## config.mk

```make
export PLATFORM = sky130hd
export DESIGN_NAME = tuner_channel_and_config_regs
export DESIGN_NICKNAME = d
export VERILOG_FILES = /design/src/common/tuner_pkg.sv /design/src/rtl/tuner_channel_and_config_regs.sv
export SDC_FILE = /design/constraint.sdc
export NUM_CORES = 1
export LEC_CHECK = 0
export BUFFER_PORTS_ARGS = -buffer_cell sky130_fd_sc_hd__buf_2
export CAP_MARGIN = 20
export CORE_MARGIN = 4
export CORE_UTILIZATION = 30
export DETAILED_ROUTE_END_ITERATION = 10
export PLACE_DENSITY_LB_ADDON = 0.1
export SYNTH_ARGS = -nofsm -noshare
export SYNTH_HDL_FRONTEND = slang
export SYNTH_SLANG_ARGS = --single-unit
export TNS_END_PERCENT = 5
```

## constraint.sdc

```tcl
create_clock -name pclk -period 5.39 [get_ports pclk]
set_input_delay 0.8085 -clock pclk [delete_from_list [all_inputs] [get_ports pclk]]
set_output_delay 0.8085 -clock pclk [all_outputs]
set_load 0.02 [all_outputs]
```

## src/common/tuner_pkg.sv

```systemverilog
// Constants shared by the tuner control register bank.
// Assumes a 250 MHz APB clock and 32-bit APB data.
package tuner_pkg;

  // ==========================================================
  // Clock and timing
  localparam int CLK_PERIOD_PS = 4000;
  localparam longint IRQ_PULSE_NS = 5_000_000;
  localparam int IRQ_PULSE_CYCLES = int'((IRQ_PULSE_NS * 1000) / CLK_PERIOD_PS);
  localparam int STEP_TIME_NS = 256;
  localparam int STEP_CYCLES = (STEP_TIME_NS * 1000 + CLK_PERIOD_PS - 1) / CLK_PERIOD_PS;
  localparam int CNT_W = 21;

  // ==========================================================
  // Register indices (byte address is four times the index)
  localparam logic [7:0] IDX_POWER = 8'h02;
  localparam logic [7:0] IDX_CHANNEL = 8'h03;
  localparam logic [7:0] IDX_CONFIG1 = 8'h04;
  localparam logic [7:0] IDX_CONFIG2 = 8'h05;
  localparam logic [7:0] IDX_STATUS = 8'h0A;
  localparam logic [7:0] IDX_READBACK = 8'h0B;

  // ==========================================================
  // Field positions
  localparam int POW_DOWN_BIT = 6;
  localparam int POW_UP_BIT = 0;
  localparam int POW_SCAN_BIT = 8;
  localparam int CH_TUNE_BIT = 15;
  localparam int CFG_DS_IRQ_BIT = 15;
  localparam int CFG_DONE_IRQ_BIT = 14;
  localparam int CFG_DS_EN_BIT = 12;
  localparam int CFG_EMPH_BIT = 11;
  localparam int CFG_AGC_OFF_BIT = 10;
  localparam int CFG_BLEND_LSB = 6;
  localparam int CFG_PIN_C_LSB = 4;
  localparam int CFG_PIN_B_LSB = 2;
  localparam int CFG_PIN_A_LSB = 0;
  localparam int CFG2_BAND_LSB = 6;
  localparam int CFG2_SPACE_LSB = 4;
  localparam int ST_DS_READY_BIT = 15;
  localparam int ST_DONE_BIT = 14;
  localparam int ST_FAIL_BIT = 13;
  localparam int ST_STEREO_BIT = 8;

  // ==========================================================
  // Reset values and encodings
  localparam logic [15:0] CHANNEL_RESET = 16'h0000;
  localparam logic [15:0] CONFIG1_RESET = 16'h0000;
  localparam logic [15:0] CONFIG2_RESET = 16'h0000;
  localparam logic [1:0] PIN_HIZ = 2'b00;
  localparam logic [1:0] PIN_SPECIAL = 2'b01;
  localparam logic [1:0] PIN_LOW = 2'b10;
  localparam logic [1:0] PIN_HIGH = 2'b11;
  localparam logic [18:0] BASE_WIDE_KHZ = 19'h1_55CC;
  localparam logic [18:0] BASE_LOW_KHZ = 19'h1_28E0;

  typedef enum logic [1:0] {st_idle, st_tune, st_scan} tune_state_t;

endpackage : tuner_pkg

```

## src/rtl/tuner_channel_and_config_regs.sv

```systemverilog
// Tuner channel, power and configuration register bank with APB access.
// Assumes the analog front end supplies signal strength, channel-valid and
// data-group-ready levels asynchronously; all of them are synchronised here.
//
// Design decision made here: the APB register port.
module tuner_channel_and_config_regs #(
  parameter int PULSE_CYCLES = tuner_pkg::IRQ_PULSE_CYCLES
) (
  input wire logic pclk,
  input wire logic presetn,
  input wire logic psel,
  input wire logic penable,
  input wire logic pwrite,
  input wire logic [31:0] paddr,
  input wire logic [31:0] pwdata,
  output logic [31:0] prdata,
  output logic pready,
  output logic pslverr,
  input wire logic [6:0] signal_strength,
  input wire logic channel_valid,
  input wire logic data_group_ready,
  output logic [18:0] tuned_freq_khz,
  output logic tuning_busy,
  output logic powerup_req,
  output logic powerdown_req,
  output logic radio_data_service_en,
  output logic emphasis_time_select,
  output logic gain_ctrl_off,
  output logic pin_a_out,
  output logic pin_a_oe,
  output logic pin_b_out,
  output logic pin_b_oe,
  output logic pin_c_out,
  output logic pin_c_oe
);
  import tuner_pkg::*;

  // ==========================================================
  // Helper functions
  function automatic logic [9:0] band_top(input logic [1:0] band, input logic [1:0] space);
    logic [9:0] w;
    w = 10'd102;
    case (band)
      2'b01: w = 10'd160;
      2'b10: w = 10'd70;
      default: w = 10'd102;
    endcase
    case (space)
      2'b01: band_top = 10'(w << 1);
      2'b10: band_top = 10'(w << 2);
      default: band_top = w;
    endcase
  endfunction : band_top

  function automatic logic [1:0] pin_drive(input logic [1:0] mode, input logic special);
    // {oe, out}
    case (mode)
      PIN_SPECIAL: pin_drive = {1'b1, special};
      PIN_LOW: pin_drive = 2'b10;
      PIN_HIGH: pin_drive = 2'b11;
      default: pin_drive = 2'b00;
    endcase
  endfunction : pin_drive

  // ==========================================================
  // Input synchronisers
  logic [8:0] sync_a;
  logic [8:0] sync_b;

  always_ff @(posedge pclk or negedge presetn) begin
    if (!presetn) begin
      sync_a <= 9'h000;
      sync_b <= 9'h000;
    end else begin
      sync_a <= {data_group_ready, channel_valid, signal_strength};
      sync_b <= sync_a;
    end
  end

  logic [6:0] strength;
  logic valid_s;
  logic group_s;
  assign strength = sync_b[6:0];
  assign valid_s = sync_b[7];
  assign group_s = sync_b[8];

  // ==========================================================
  // Registers
  logic [9:0] channel_select;
  logic tune_req;
  logic [15:0] config1;
  logic [1:0] band_sel;
  logic [1:0] space_sel;
  logic scan_req;
  logic op_complete_flag;
  logic scan_fail_flag;
  logic data_group_ready_flag;
  logic two_channel_indicator;
  logic [9:0] current_channel_readback;
  tune_state_t state;
  logic [CNT_W-1:0] step_cnt;
  logic [CNT_W-1:0] pulse_cnt;

  logic [7:0] idx;
  logic addr_ok;
  logic wr_en;
  assign idx = paddr[9:2];
  assign addr_ok = (paddr[31:10] == 22'h00_0000) && (paddr[1:0] == 2'b00) &&
    (idx == IDX_POWER || idx == IDX_CHANNEL || idx == IDX_CONFIG1 ||
     idx == IDX_CONFIG2 || idx == IDX_STATUS || idx == IDX_READBACK);
  assign wr_en = psel && penable && pready && pwrite && addr_ok;

  always_ff @(posedge pclk or negedge presetn) begin
    if (!presetn) begin
      powerup_req <= 1'b0;
      powerdown_req <= 1'b0;
      scan_req <= 1'b0;
    end else if (wr_en && idx == IDX_POWER) begin
      powerup_req <= pwdata[POW_UP_BIT];
      powerdown_req <= pwdata[POW_DOWN_BIT];
      scan_req <= pwdata[POW_SCAN_BIT];
    end
  end

  // Reserved channel bits are dropped, not stored
  always_ff @(posedge pclk or negedge presetn) begin
    if (!presetn) begin
      channel_select <= CHANNEL_RESET[9:0];
      tune_req <= CHANNEL_RESET[CH_TUNE_BIT];
    end else if (wr_en && idx == IDX_CHANNEL) begin
      channel_select <= pwdata[9:0];
      tune_req <= pwdata[CH_TUNE_BIT];
    end
  end

  // Reserved bits 13, 9 and 8 are kept at zero
  always_ff @(posedge pclk or negedge presetn) begin
    if (!presetn) begin
      config1 <= CONFIG1_RESET;
    end else if (wr_en && idx == IDX_CONFIG1) begin
      config1 <= pwdata[15:0] & 16'hDCFF;
    end
  end

  always_ff @(posedge pclk or negedge presetn) begin
    if (!presetn) begin
      band_sel <= CONFIG2_RESET[CFG2_BAND_LSB +: 2];
      space_sel <= CONFIG2_RESET[CFG2_SPACE_LSB +: 2];
    end else if (wr_en && idx == IDX_CONFIG2) begin
      band_sel <= pwdata[CFG2_BAND_LSB +: 2];
      space_sel <= pwdata[CFG2_SPACE_LSB +: 2];
    end
  end

  assign radio_data_service_en = config1[CFG_DS_EN_BIT];
  assign emphasis_time_select = config1[CFG_EMPH_BIT];
  assign gain_ctrl_off = config1[CFG_AGC_OFF_BIT];

  // ==========================================================
  // Tune and scan sequencer
  logic at_top;
  assign at_top = (current_channel_readback >= band_top(band_sel, space_sel));

  always_ff @(posedge pclk or negedge presetn) begin
    if (!presetn) begin
      state <= st_idle;
      step_cnt <= '0;
      current_channel_readback <= 10'h000;
      op_complete_flag <= 1'b0;
      scan_fail_flag <= 1'b0;
    end else begin
      case (state)
        st_idle: begin
          // Set wins: clear only happens while idle with both requests low
          if (!tune_req && !scan_req) begin
            op_complete_flag <= 1'b0;
            scan_fail_flag <= 1'b0;
          end else if (!op_complete_flag) begin
            step_cnt <= CNT_W'(STEP_CYCLES);
            if (tune_req) begin
              state <= st_tune;
            end else begin
              state <= st_scan;
            end
          end
        end
        st_tune: begin
          if (step_cnt > CNT_W'(1)) begin
            step_cnt <= step_cnt - CNT_W'(1);
          end else begin
            current_channel_readback <= channel_select;
            op_complete_flag <= 1'b1;
            state <= st_idle;
          end
        end
        default: begin
          // Scan walks upward; the written channel is left untouched
          if (!scan_req) begin
            state <= st_idle;
          end else if (step_cnt > CNT_W'(1)) begin
            step_cnt <= step_cnt - CNT_W'(1);
          end else if (valid_s) begin
            op_complete_flag <= 1'b1;
            state <= st_idle;
          end else if (at_top) begin
            op_complete_flag <= 1'b1;
            scan_fail_flag <= 1'b1;
            state <= st_idle;
          end else begin
            current_channel_readback <= current_channel_readback + 10'h001;
            step_cnt <= CNT_W'(STEP_CYCLES);
          end
        end
      endcase
    end
  end

  always_ff @(posedge pclk or negedge presetn) begin
    if (!presetn) begin
      tuning_busy <= 1'b0;
    end else begin
      tuning_busy <= (state != st_idle);
    end
  end

  // ==========================================================
  // Frequency of the tuned channel
  logic [8:0] space_khz;
  logic [18:0] base_khz;
  always_comb begin
    case (space_sel)
      2'b01: space_khz = 9'd100;
      2'b10: space_khz = 9'd50;
      default: space_khz = 9'd200;
    endcase
    if (band_sel == 2'b00) begin
      base_khz = BASE_WIDE_KHZ;
    end else begin
      base_khz = BASE_LOW_KHZ;
    end
  end

  always_ff @(posedge pclk or negedge presetn) begin
    if (!presetn) begin
      tuned_freq_khz <= 19'h0_0000;
    end else begin
      tuned_freq_khz <= 19'(space_khz * current_channel_readback) + base_khz;
    end
  end

  // ==========================================================
  // Stereo indicator and data-group flag
  logic [6:0] blend_low;
  always_comb begin
    case (config1[CFG_BLEND_LSB +: 2])
      2'b01: blend_low = 7'd37;
      2'b10: blend_low = 7'd19;
      2'b11: blend_low = 7'd25;
      default: blend_low = 7'd31;
    endcase
  end

  logic done_prev;
  logic group_prev;
  always_ff @(posedge pclk or negedge presetn) begin
    if (!presetn) begin
      two_channel_indicator <= 1'b0;
      data_group_ready_flag <= 1'b0;
      done_prev <= 1'b0;
      group_prev <= 1'b0;
    end else begin
      two_channel_indicator <= (strength > blend_low);
      data_group_ready_flag <= group_s && radio_data_service_en;
      done_prev <= op_complete_flag;
      group_prev <= data_group_ready_flag;
    end
  end

  // ==========================================================
  // Interrupt pulse on pin two
  logic irq_event;
  assign irq_event = (config1[CFG_PIN_B_LSB +: 2] == PIN_SPECIAL) &&
    ((config1[CFG_DS_IRQ_BIT] && data_group_ready_flag && !group_prev) ||
     (config1[CFG_DONE_IRQ_BIT] && op_complete_flag && !done_prev));

  always_ff @(posedge pclk or negedge presetn) begin
    if (!presetn) begin
      pulse_cnt <= '0;
    end else if (irq_event) begin
      pulse_cnt <= CNT_W'(PULSE_CYCLES);
    end else if (pulse_cnt != '0) begin
      pulse_cnt <= pulse_cnt - CNT_W'(1);
    end
  end

  // ==========================================================
  // Pin drivers
  logic [1:0] drv_a;
  logic [1:0] drv_b;
  logic [1:0] drv_c;
  assign drv_a = pin_drive(config1[CFG_PIN_A_LSB +: 2], 1'b0);
  assign drv_b = pin_drive(config1[CFG_PIN_B_LSB +: 2], !(irq_event || pulse_cnt > CNT_W'(1)));
  assign drv_c = pin_drive(config1[CFG_PIN_C_LSB +: 2], two_channel_indicator);

  always_ff @(posedge pclk or negedge presetn) begin
    if (!presetn) begin
      {pin_a_oe, pin_a_out} <= 2'b00;
      {pin_b_oe, pin_b_out} <= 2'b00;
      {pin_c_oe, pin_c_out} <= 2'b00;
    end else begin
      // Reserved mode on pin one is left undriven
      {pin_a_oe, pin_a_out} <= (config1[CFG_PIN_A_LSB +: 2] == PIN_SPECIAL) ? 2'b00 : drv_a[1:0];
      {pin_b_oe, pin_b_out} <= drv_b[1:0];
      {pin_c_oe, pin_c_out} <= drv_c[1:0];
    end
  end

  // ==========================================================
  // APB answer: zero wait states, data latched in setup
  logic [31:0] rd_word;
  always_comb begin
    rd_word = 32'h0000_0000;
    if (idx == IDX_POWER) begin
      rd_word[POW_UP_BIT] = powerup_req;
      rd_word[POW_DOWN_BIT] = powerdown_req;
      rd_word[POW_SCAN_BIT] = scan_req;
    end else if (idx == IDX_CHANNEL) begin
      rd_word[CH_TUNE_BIT] = tune_req;
      rd_word[9:0] = channel_select;
    end else if (idx == IDX_CONFIG1) begin
      rd_word[15:0] = config1;
    end else if (idx == IDX_CONFIG2) begin
      rd_word[CFG2_BAND_LSB +: 2] = band_sel;
      rd_word[CFG2_SPACE_LSB +: 2] = space_sel;
    end else if (idx == IDX_STATUS) begin
      rd_word[ST_DS_READY_BIT] = data_group_ready_flag;
      rd_word[ST_DONE_BIT] = op_complete_flag;
      rd_word[ST_FAIL_BIT] = scan_fail_flag;
      rd_word[ST_STEREO_BIT] = two_channel_indicator;
    end else if (idx == IDX_READBACK) begin
      rd_word[9:0] = current_channel_readback;
    end
  end

  always_ff @(posedge pclk or negedge presetn) begin
    if (!presetn) begin
      pready <= 1'b0;
      pslverr <= 1'b0;
      prdata <= 32'h0000_0000;
    end else begin
      pready <= psel && !penable;
      pslverr <= psel && !penable && !addr_ok;
      if (psel && !penable && !pwrite && addr_ok) begin
        prdata <= rd_word;
      end else if (psel && !penable) begin
        prdata <= 32'h0000_0000;
      end
    end
  end

endmodule : tuner_channel_and_config_regs

```

## Yosys cells after proc, flatten, opt, wreduce, memory -nomap -nowiden

Cells that the tools add are included.
Widths: inputs -> output; s select.

- Bits in registers: 169
- Output and inout port bits: 65
- Logic and storage cells: 201

- $add $sub $neg: 4
- Multipliers: 1
- $lt $le $gt $ge: 4
- Equality and inequality tests: 36
- Multiplexer cells: 68
- Bitwise logic cells: 3
- Reductions and logical operators: 54

Operator list:

| kind | number |
|---|---|
| $mux 21 | 9 |
| $mux 10 | 8 |
| $mux 32 | 2 |
| $gt 21x1->1 const B | 2 |
| $pmux 21 s2 | 1 |
| $sub 21x1->21 const B | 2 |
| $pmux 10 s2 | 2 |
| $pmux 8 s2 | 2 |
| $logic_not 22->1 | 1 |
| $logic_and 1x1->1 | 21 |
| $reduce_bool 21->1 | 1 |
| $eq 2x2->1 const B | 10 |
| $mux 2 | 10 |
| $add 19x19->19 | 1 |
| $mul 9x10->19 | 1 |
| $pmux 6 s3 | 1 |
| $eq 8x2->1 const B | 2 |
| $eq 8x3->1 const B | 2 |
| $eq 8x4->1 const B | 2 |
| $mux 1 | 16 |
| $mux 15 | 1 |
| $reduce_and 5->1 | 3 |
| $eq 2x1->1 const B | 7 |
| $mux 3 | 4 |
| other kinds (23) | 59 |

## Logic depth before layout (Yosys ltp)

- Depth in word-level cells: 9
- Mapped depth: 22

## Worst setup path before layout

Ideal clock, no wire load.

- Path kind: register to register
- Start point: reg space_sel[0]
- End point: reg tuned_freq_khz[17]
- Arrival time: 5.269 ns
- Data required time: 5.310 ns
- Setup slack: 0.041 ns
- Cell stages (with the launch flop): 22
- Path buffers: 1
- Cells stage by stage: dfrtp_1 inv_1 ha_1 clkbuf_1 clkinv_1 nor2_1 inv_1 fa_1 fa_1 inv_1 fa_1 inv_1 fa_1 inv_1 ha_1 a21oi_1 nor2b_1 a311oi_1 o211ai_1 a31o_2 a21oi_1 xnor2_1

- Longest elaborated chain between the ends: 4
- Elaborated cells on any way between the ends: 5

Ends and longest elaborated chain:

| element | RTL line | source |
|---|---|---|
| start, declared | tuner_channel_and_config_regs.sv:93 | `logic [1:0] space_sel;` |
| start signal, assigned | tuner_channel_and_config_regs.sv:148 | `space_sel <= CONFIG2_RESET[CFG2_SPACE_LSB +: 2];` |
| start signal, assigned | tuner_channel_and_config_regs.sv:151 | `space_sel <= pwdata[CFG2_SPACE_LSB +: 2];` |
| $eq 2x2->1 or $eq 2x1->1 (tied branches) | tuner_channel_and_config_regs.sv:231 | `case (space_sel)` |
| $pmux 8 s2 (*) | tuner_channel_and_config_regs.sv:231 |  |
| $mul 9x10->19 (*) | tuner_channel_and_config_regs.sv:247 | `tuned_freq_khz <= 19'(space_khz * current_channel_readback) + base_khz;` |
| $add 19x19->19 (*) | tuner_channel_and_config_regs.sv:247 |  |
| end signal, assigned | tuner_channel_and_config_regs.sv:247 |  |
| end, declared | tuner_channel_and_config_regs.sv:22 | `output logic [18:0] tuned_freq_khz,` |

Mark *: on every way between the ends. The rest lies on a longest branch, timed or not.
A chain may end at the register's enable or synchronous reset.

## Final worst setup path

Ends and elaborated chain as after synthesis.

==> metrics.txt <==
port buffer count=approximately 110; pwr dens=220 nW/µm²; # hold bufs at CTS=0; Main synth FF type=dfrtp_1; number of max-cap violations=0; post-synthesis register bit count=152; Final Cycle Share=0.947; CTS max path bufs=2; Seq/Total Area, Yosys=0.388; fin cells=1564; Die X=189 µm; Slew Viols, Final=0; setup violators final=0; remaining global-route overflow=0; Vias/cell=4.68; Detailed Routing Iterations Pass 1=4; Mapped Area=9800 µm²; vias in the first global route=approximately 7600; Area Overhead vs Synth=16.9%; synth top area cells=dfrtp_1 (39%), fa_1 (10%), ha_1 (9.2%); Worst VDD drop=0.000192 V; DR WL/cell=15.3 µm; Reg clk slew, reported paths=0.07 ns; antenna violations before repair=0; Synth top area share=0.388; R2R depth=21; Clk Latency, worst-skew pair=between 0.4 and 0.5 ns; CTS sink count=152; unrepaired setup endpoints after global routing=false; Lkg Pwr=5.84 nW; First DRT Iteration DRCs=between 300 and 400; Rel. slew slack=0.307; gr usage total=0.138; origin of the worst setup path=space_sel[0]$_DFFE_PN0P_; Setup crit end=tuned_freq_khz[17]$_DFF_PN0_; Max Freq=196 MHz; Hold Path Class=in -> async; Placed Cells incl. Taps=1532; CTS tree=done; post-detail-place hpwl=18.0 mm; # DRC=0; clk_skew=0.0153 ns; detailed-route wire length=about 24 mm; TNS Setup=0 ns; reg-to-reg endpoint=tuned_freq_khz[17]$_DFF_PN0_; synth warn=0; row cnt=65; most common cell in the netlist=dfrtp_1; shortest clock period the worst path allows after layout=5.10 ns; Synth top cells by count=dfrtp_1 (152), inv_1 (121), nor2_1 (85), nand2_1 (83), ha_1 (72); Mapped Avg Cell Area=9.66 µm²; Slowest Stage Delay on Critical Path=0.54 ns; fillers=3320; H-tree levels=4; synth unique cells=66; CP max-delay cell=fa_1; CP Cell Sequence=inv_1, ha_4, buf_12, and2_1, inv_1, fa_1, fa_1, inv_1, fa_1, inv_1, fa_1, inv_1, ha_1, a21oi_1, nor2b_1, a311oi_1, buf_4, o211ai_1, a31o_2, a21oi_1, xnor2_1; antenna viol nets, final=0; Post-synth ARST share=1.00; Synth area leader=dfrtp_1; Final Hold Vio Count=0; Reg-to-Reg Start=space_sel[0]$_DFFE_PN0P_; most frequent CP cell=inv_1; GP Congestion=0.787; setup ws final=0.288 ns; worst slew pin tran=1.03 ns; Max FO, Critical Path=14; Critical Path End Type=flip-flop; Critical Path RT=5.75 ns; largest net degree at the start of global routing=95; CP arrival=5.46 ns; detailed-route via count=7317; status=completed; Ports=approximately 140; nets=between 1000 and 1500; root buffer cell=clkbuf_16; Setup Buffers After CTS=0; Initial Utilization=0.307; post-place setup slack=0.166 ns; Post-synth EDFFs=0; cell count after synthesis=1015; share of cells above drive strength 1=0.181; first-pass GRT wire length=39.8 mm; core footprint=31900 µm²; Diodes inserted=0; Critical Path Source Type=flip-flop; CTS buffer count=17; kind of critical path=reg -> reg; die area=35600 µm²; R2R Setup Slk=approximately 0.29 ns; Die Y=189 µm
-- how the worst min path moves through the flow --
| stage | start | to | slack, ns | cells after the start |
|---|---|---|---|---|
| after global routing | presetn | tuned_freq_khz[7]$_DFF_PN0_ | 0.35 | 1 |
| after CTS | presetn | tuned_freq_khz[7]$_DFF_PN0_ | 0.33 | 1 |
| after floorplan | sync_a[0]$_DFF_PN0_ | sync_b[0]$_DFF_PN0_ | 0.33 | 0 |
| after global placement | sync_a[8]$_DFF_PN0_ | sync_b[8]$_DFF_PN0_ | 0.33 | 0 |
| final | presetn | tuned_freq_khz[7]$_DFF_PN0_ | 0.32 | 1 |
| after detailed placement | sync_a[6]$_DFF_PN0_ | sync_b[6]$_DFF_PN0_ | 0.34 | 0 |
-- routing by layer --
metal	wire length, µm	global-route usage
met3	1070	0.0328
met1	11800	0.189
met2	10700	0.218
met4	301	0.0406
met5	0	0
-- area by class of cell --
cell class                      count  area, µm²  area share
Clock inverter                     15        200      0.0175
Clock buffer                       17        425      0.0371
Multi-Input combinational cell    698       5330       0.465
Tap cell                          435        544      0.0475
Sequential cell                   152       3800       0.332
Timing Repair Buffer              125        699      0.0610
Inverter                          122        458      0.0400
-- repair_timing --
item | CTS | global route
hold endpoints to repair | 0 | 0
gates resized for setup | 0 | 3
endpoints found under the setup margin | 0 | 2
-- critical path, delay by kind of cell, from the launching register on --
kind / cells / cell delay (ns)
fa+ha+maj: 6 / 2.63
flops: 1 / 0.37
simple gates: 2 / 0.23
xor+xnor: 1 / 0.13
compound gates: 5 / 0.99
buf+inv: 7 / 0.67
-- kinds of logic after synthesis --
group | after synthesis | synth area share
fa+ha+maj | 121 | 0.192
other cells | 1 | 0.000383
buf+inv | 181 | 0.0768
simple gates | 313 | 0.157
flops | 152 | 0.388
xor+xnor | 22 | 0.0197
mux | 29 | 0.0342
compound gates | 196 | 0.132
-- sequential cells by signal, summed over array words and instances (netlist names), 2 cells and up --
signal and count:
pulse_cnt 21, step_cnt 21, tuned_freq_khz 18, prdata 16, config1 13, channel_select 10, current_channel_readback 10, sync_a 9
sync_b 9, band_sel 2, space_sel 2, state 2
-- cells in the final DEF, fill, tap and decap left out, types with 7 or more instances in the layout --
master	n
clkbuf_16	17
nand4_1	11
xnor2_1	16
nand2b_1	14
nor4_1	11
mux2_2	26
or2_2	9
a21oi_1	46
conb_1	17
o21ai_0	52
a32o_1	7
nor2_1	85
a22o_1	12
nor3_1	25
o41ai_1	7
or3_1	11
dfrtp_1	152
ha_1	71
buf_4	15
a211oi_1	9
buf_2	107
nor2b_1	16
o31ai_1	13
fa_1	49
nand3_1	12
nand2_1	83
and2_1	12
inv_1	121
-- power breakdown --
| part | total [mW] | switching [mW] | internal, mW |
|---|---|---|---|
| sequential | 1.15 | 0.00270 | 1.15 |
| clock | 1.30 | 0.549 | 0.749 |
| combinational | 0.0767 | 0.0537 | 0.0229 |
-- through the flow --
stage | area [µm²] | util | hold slack (ns) | total power, mW
3_5_place_dp | 10800 | 0.339 | 0.336 | 1.25
3_3_place_gp | 10800 | 0.339 | 0.332 | 1.25
2_1_floorplan | 9860 | - | 0.331 | 1.21
5_1_grt | 11500 | 0.359 | 0.351 | 2.63
4_1_cts | 11400 | 0.359 | 0.330 | 2.58
6_report | 11500 | 0.359 | 0.317 | 2.53
Note: power is estimated with default switching activity, not from simulation.
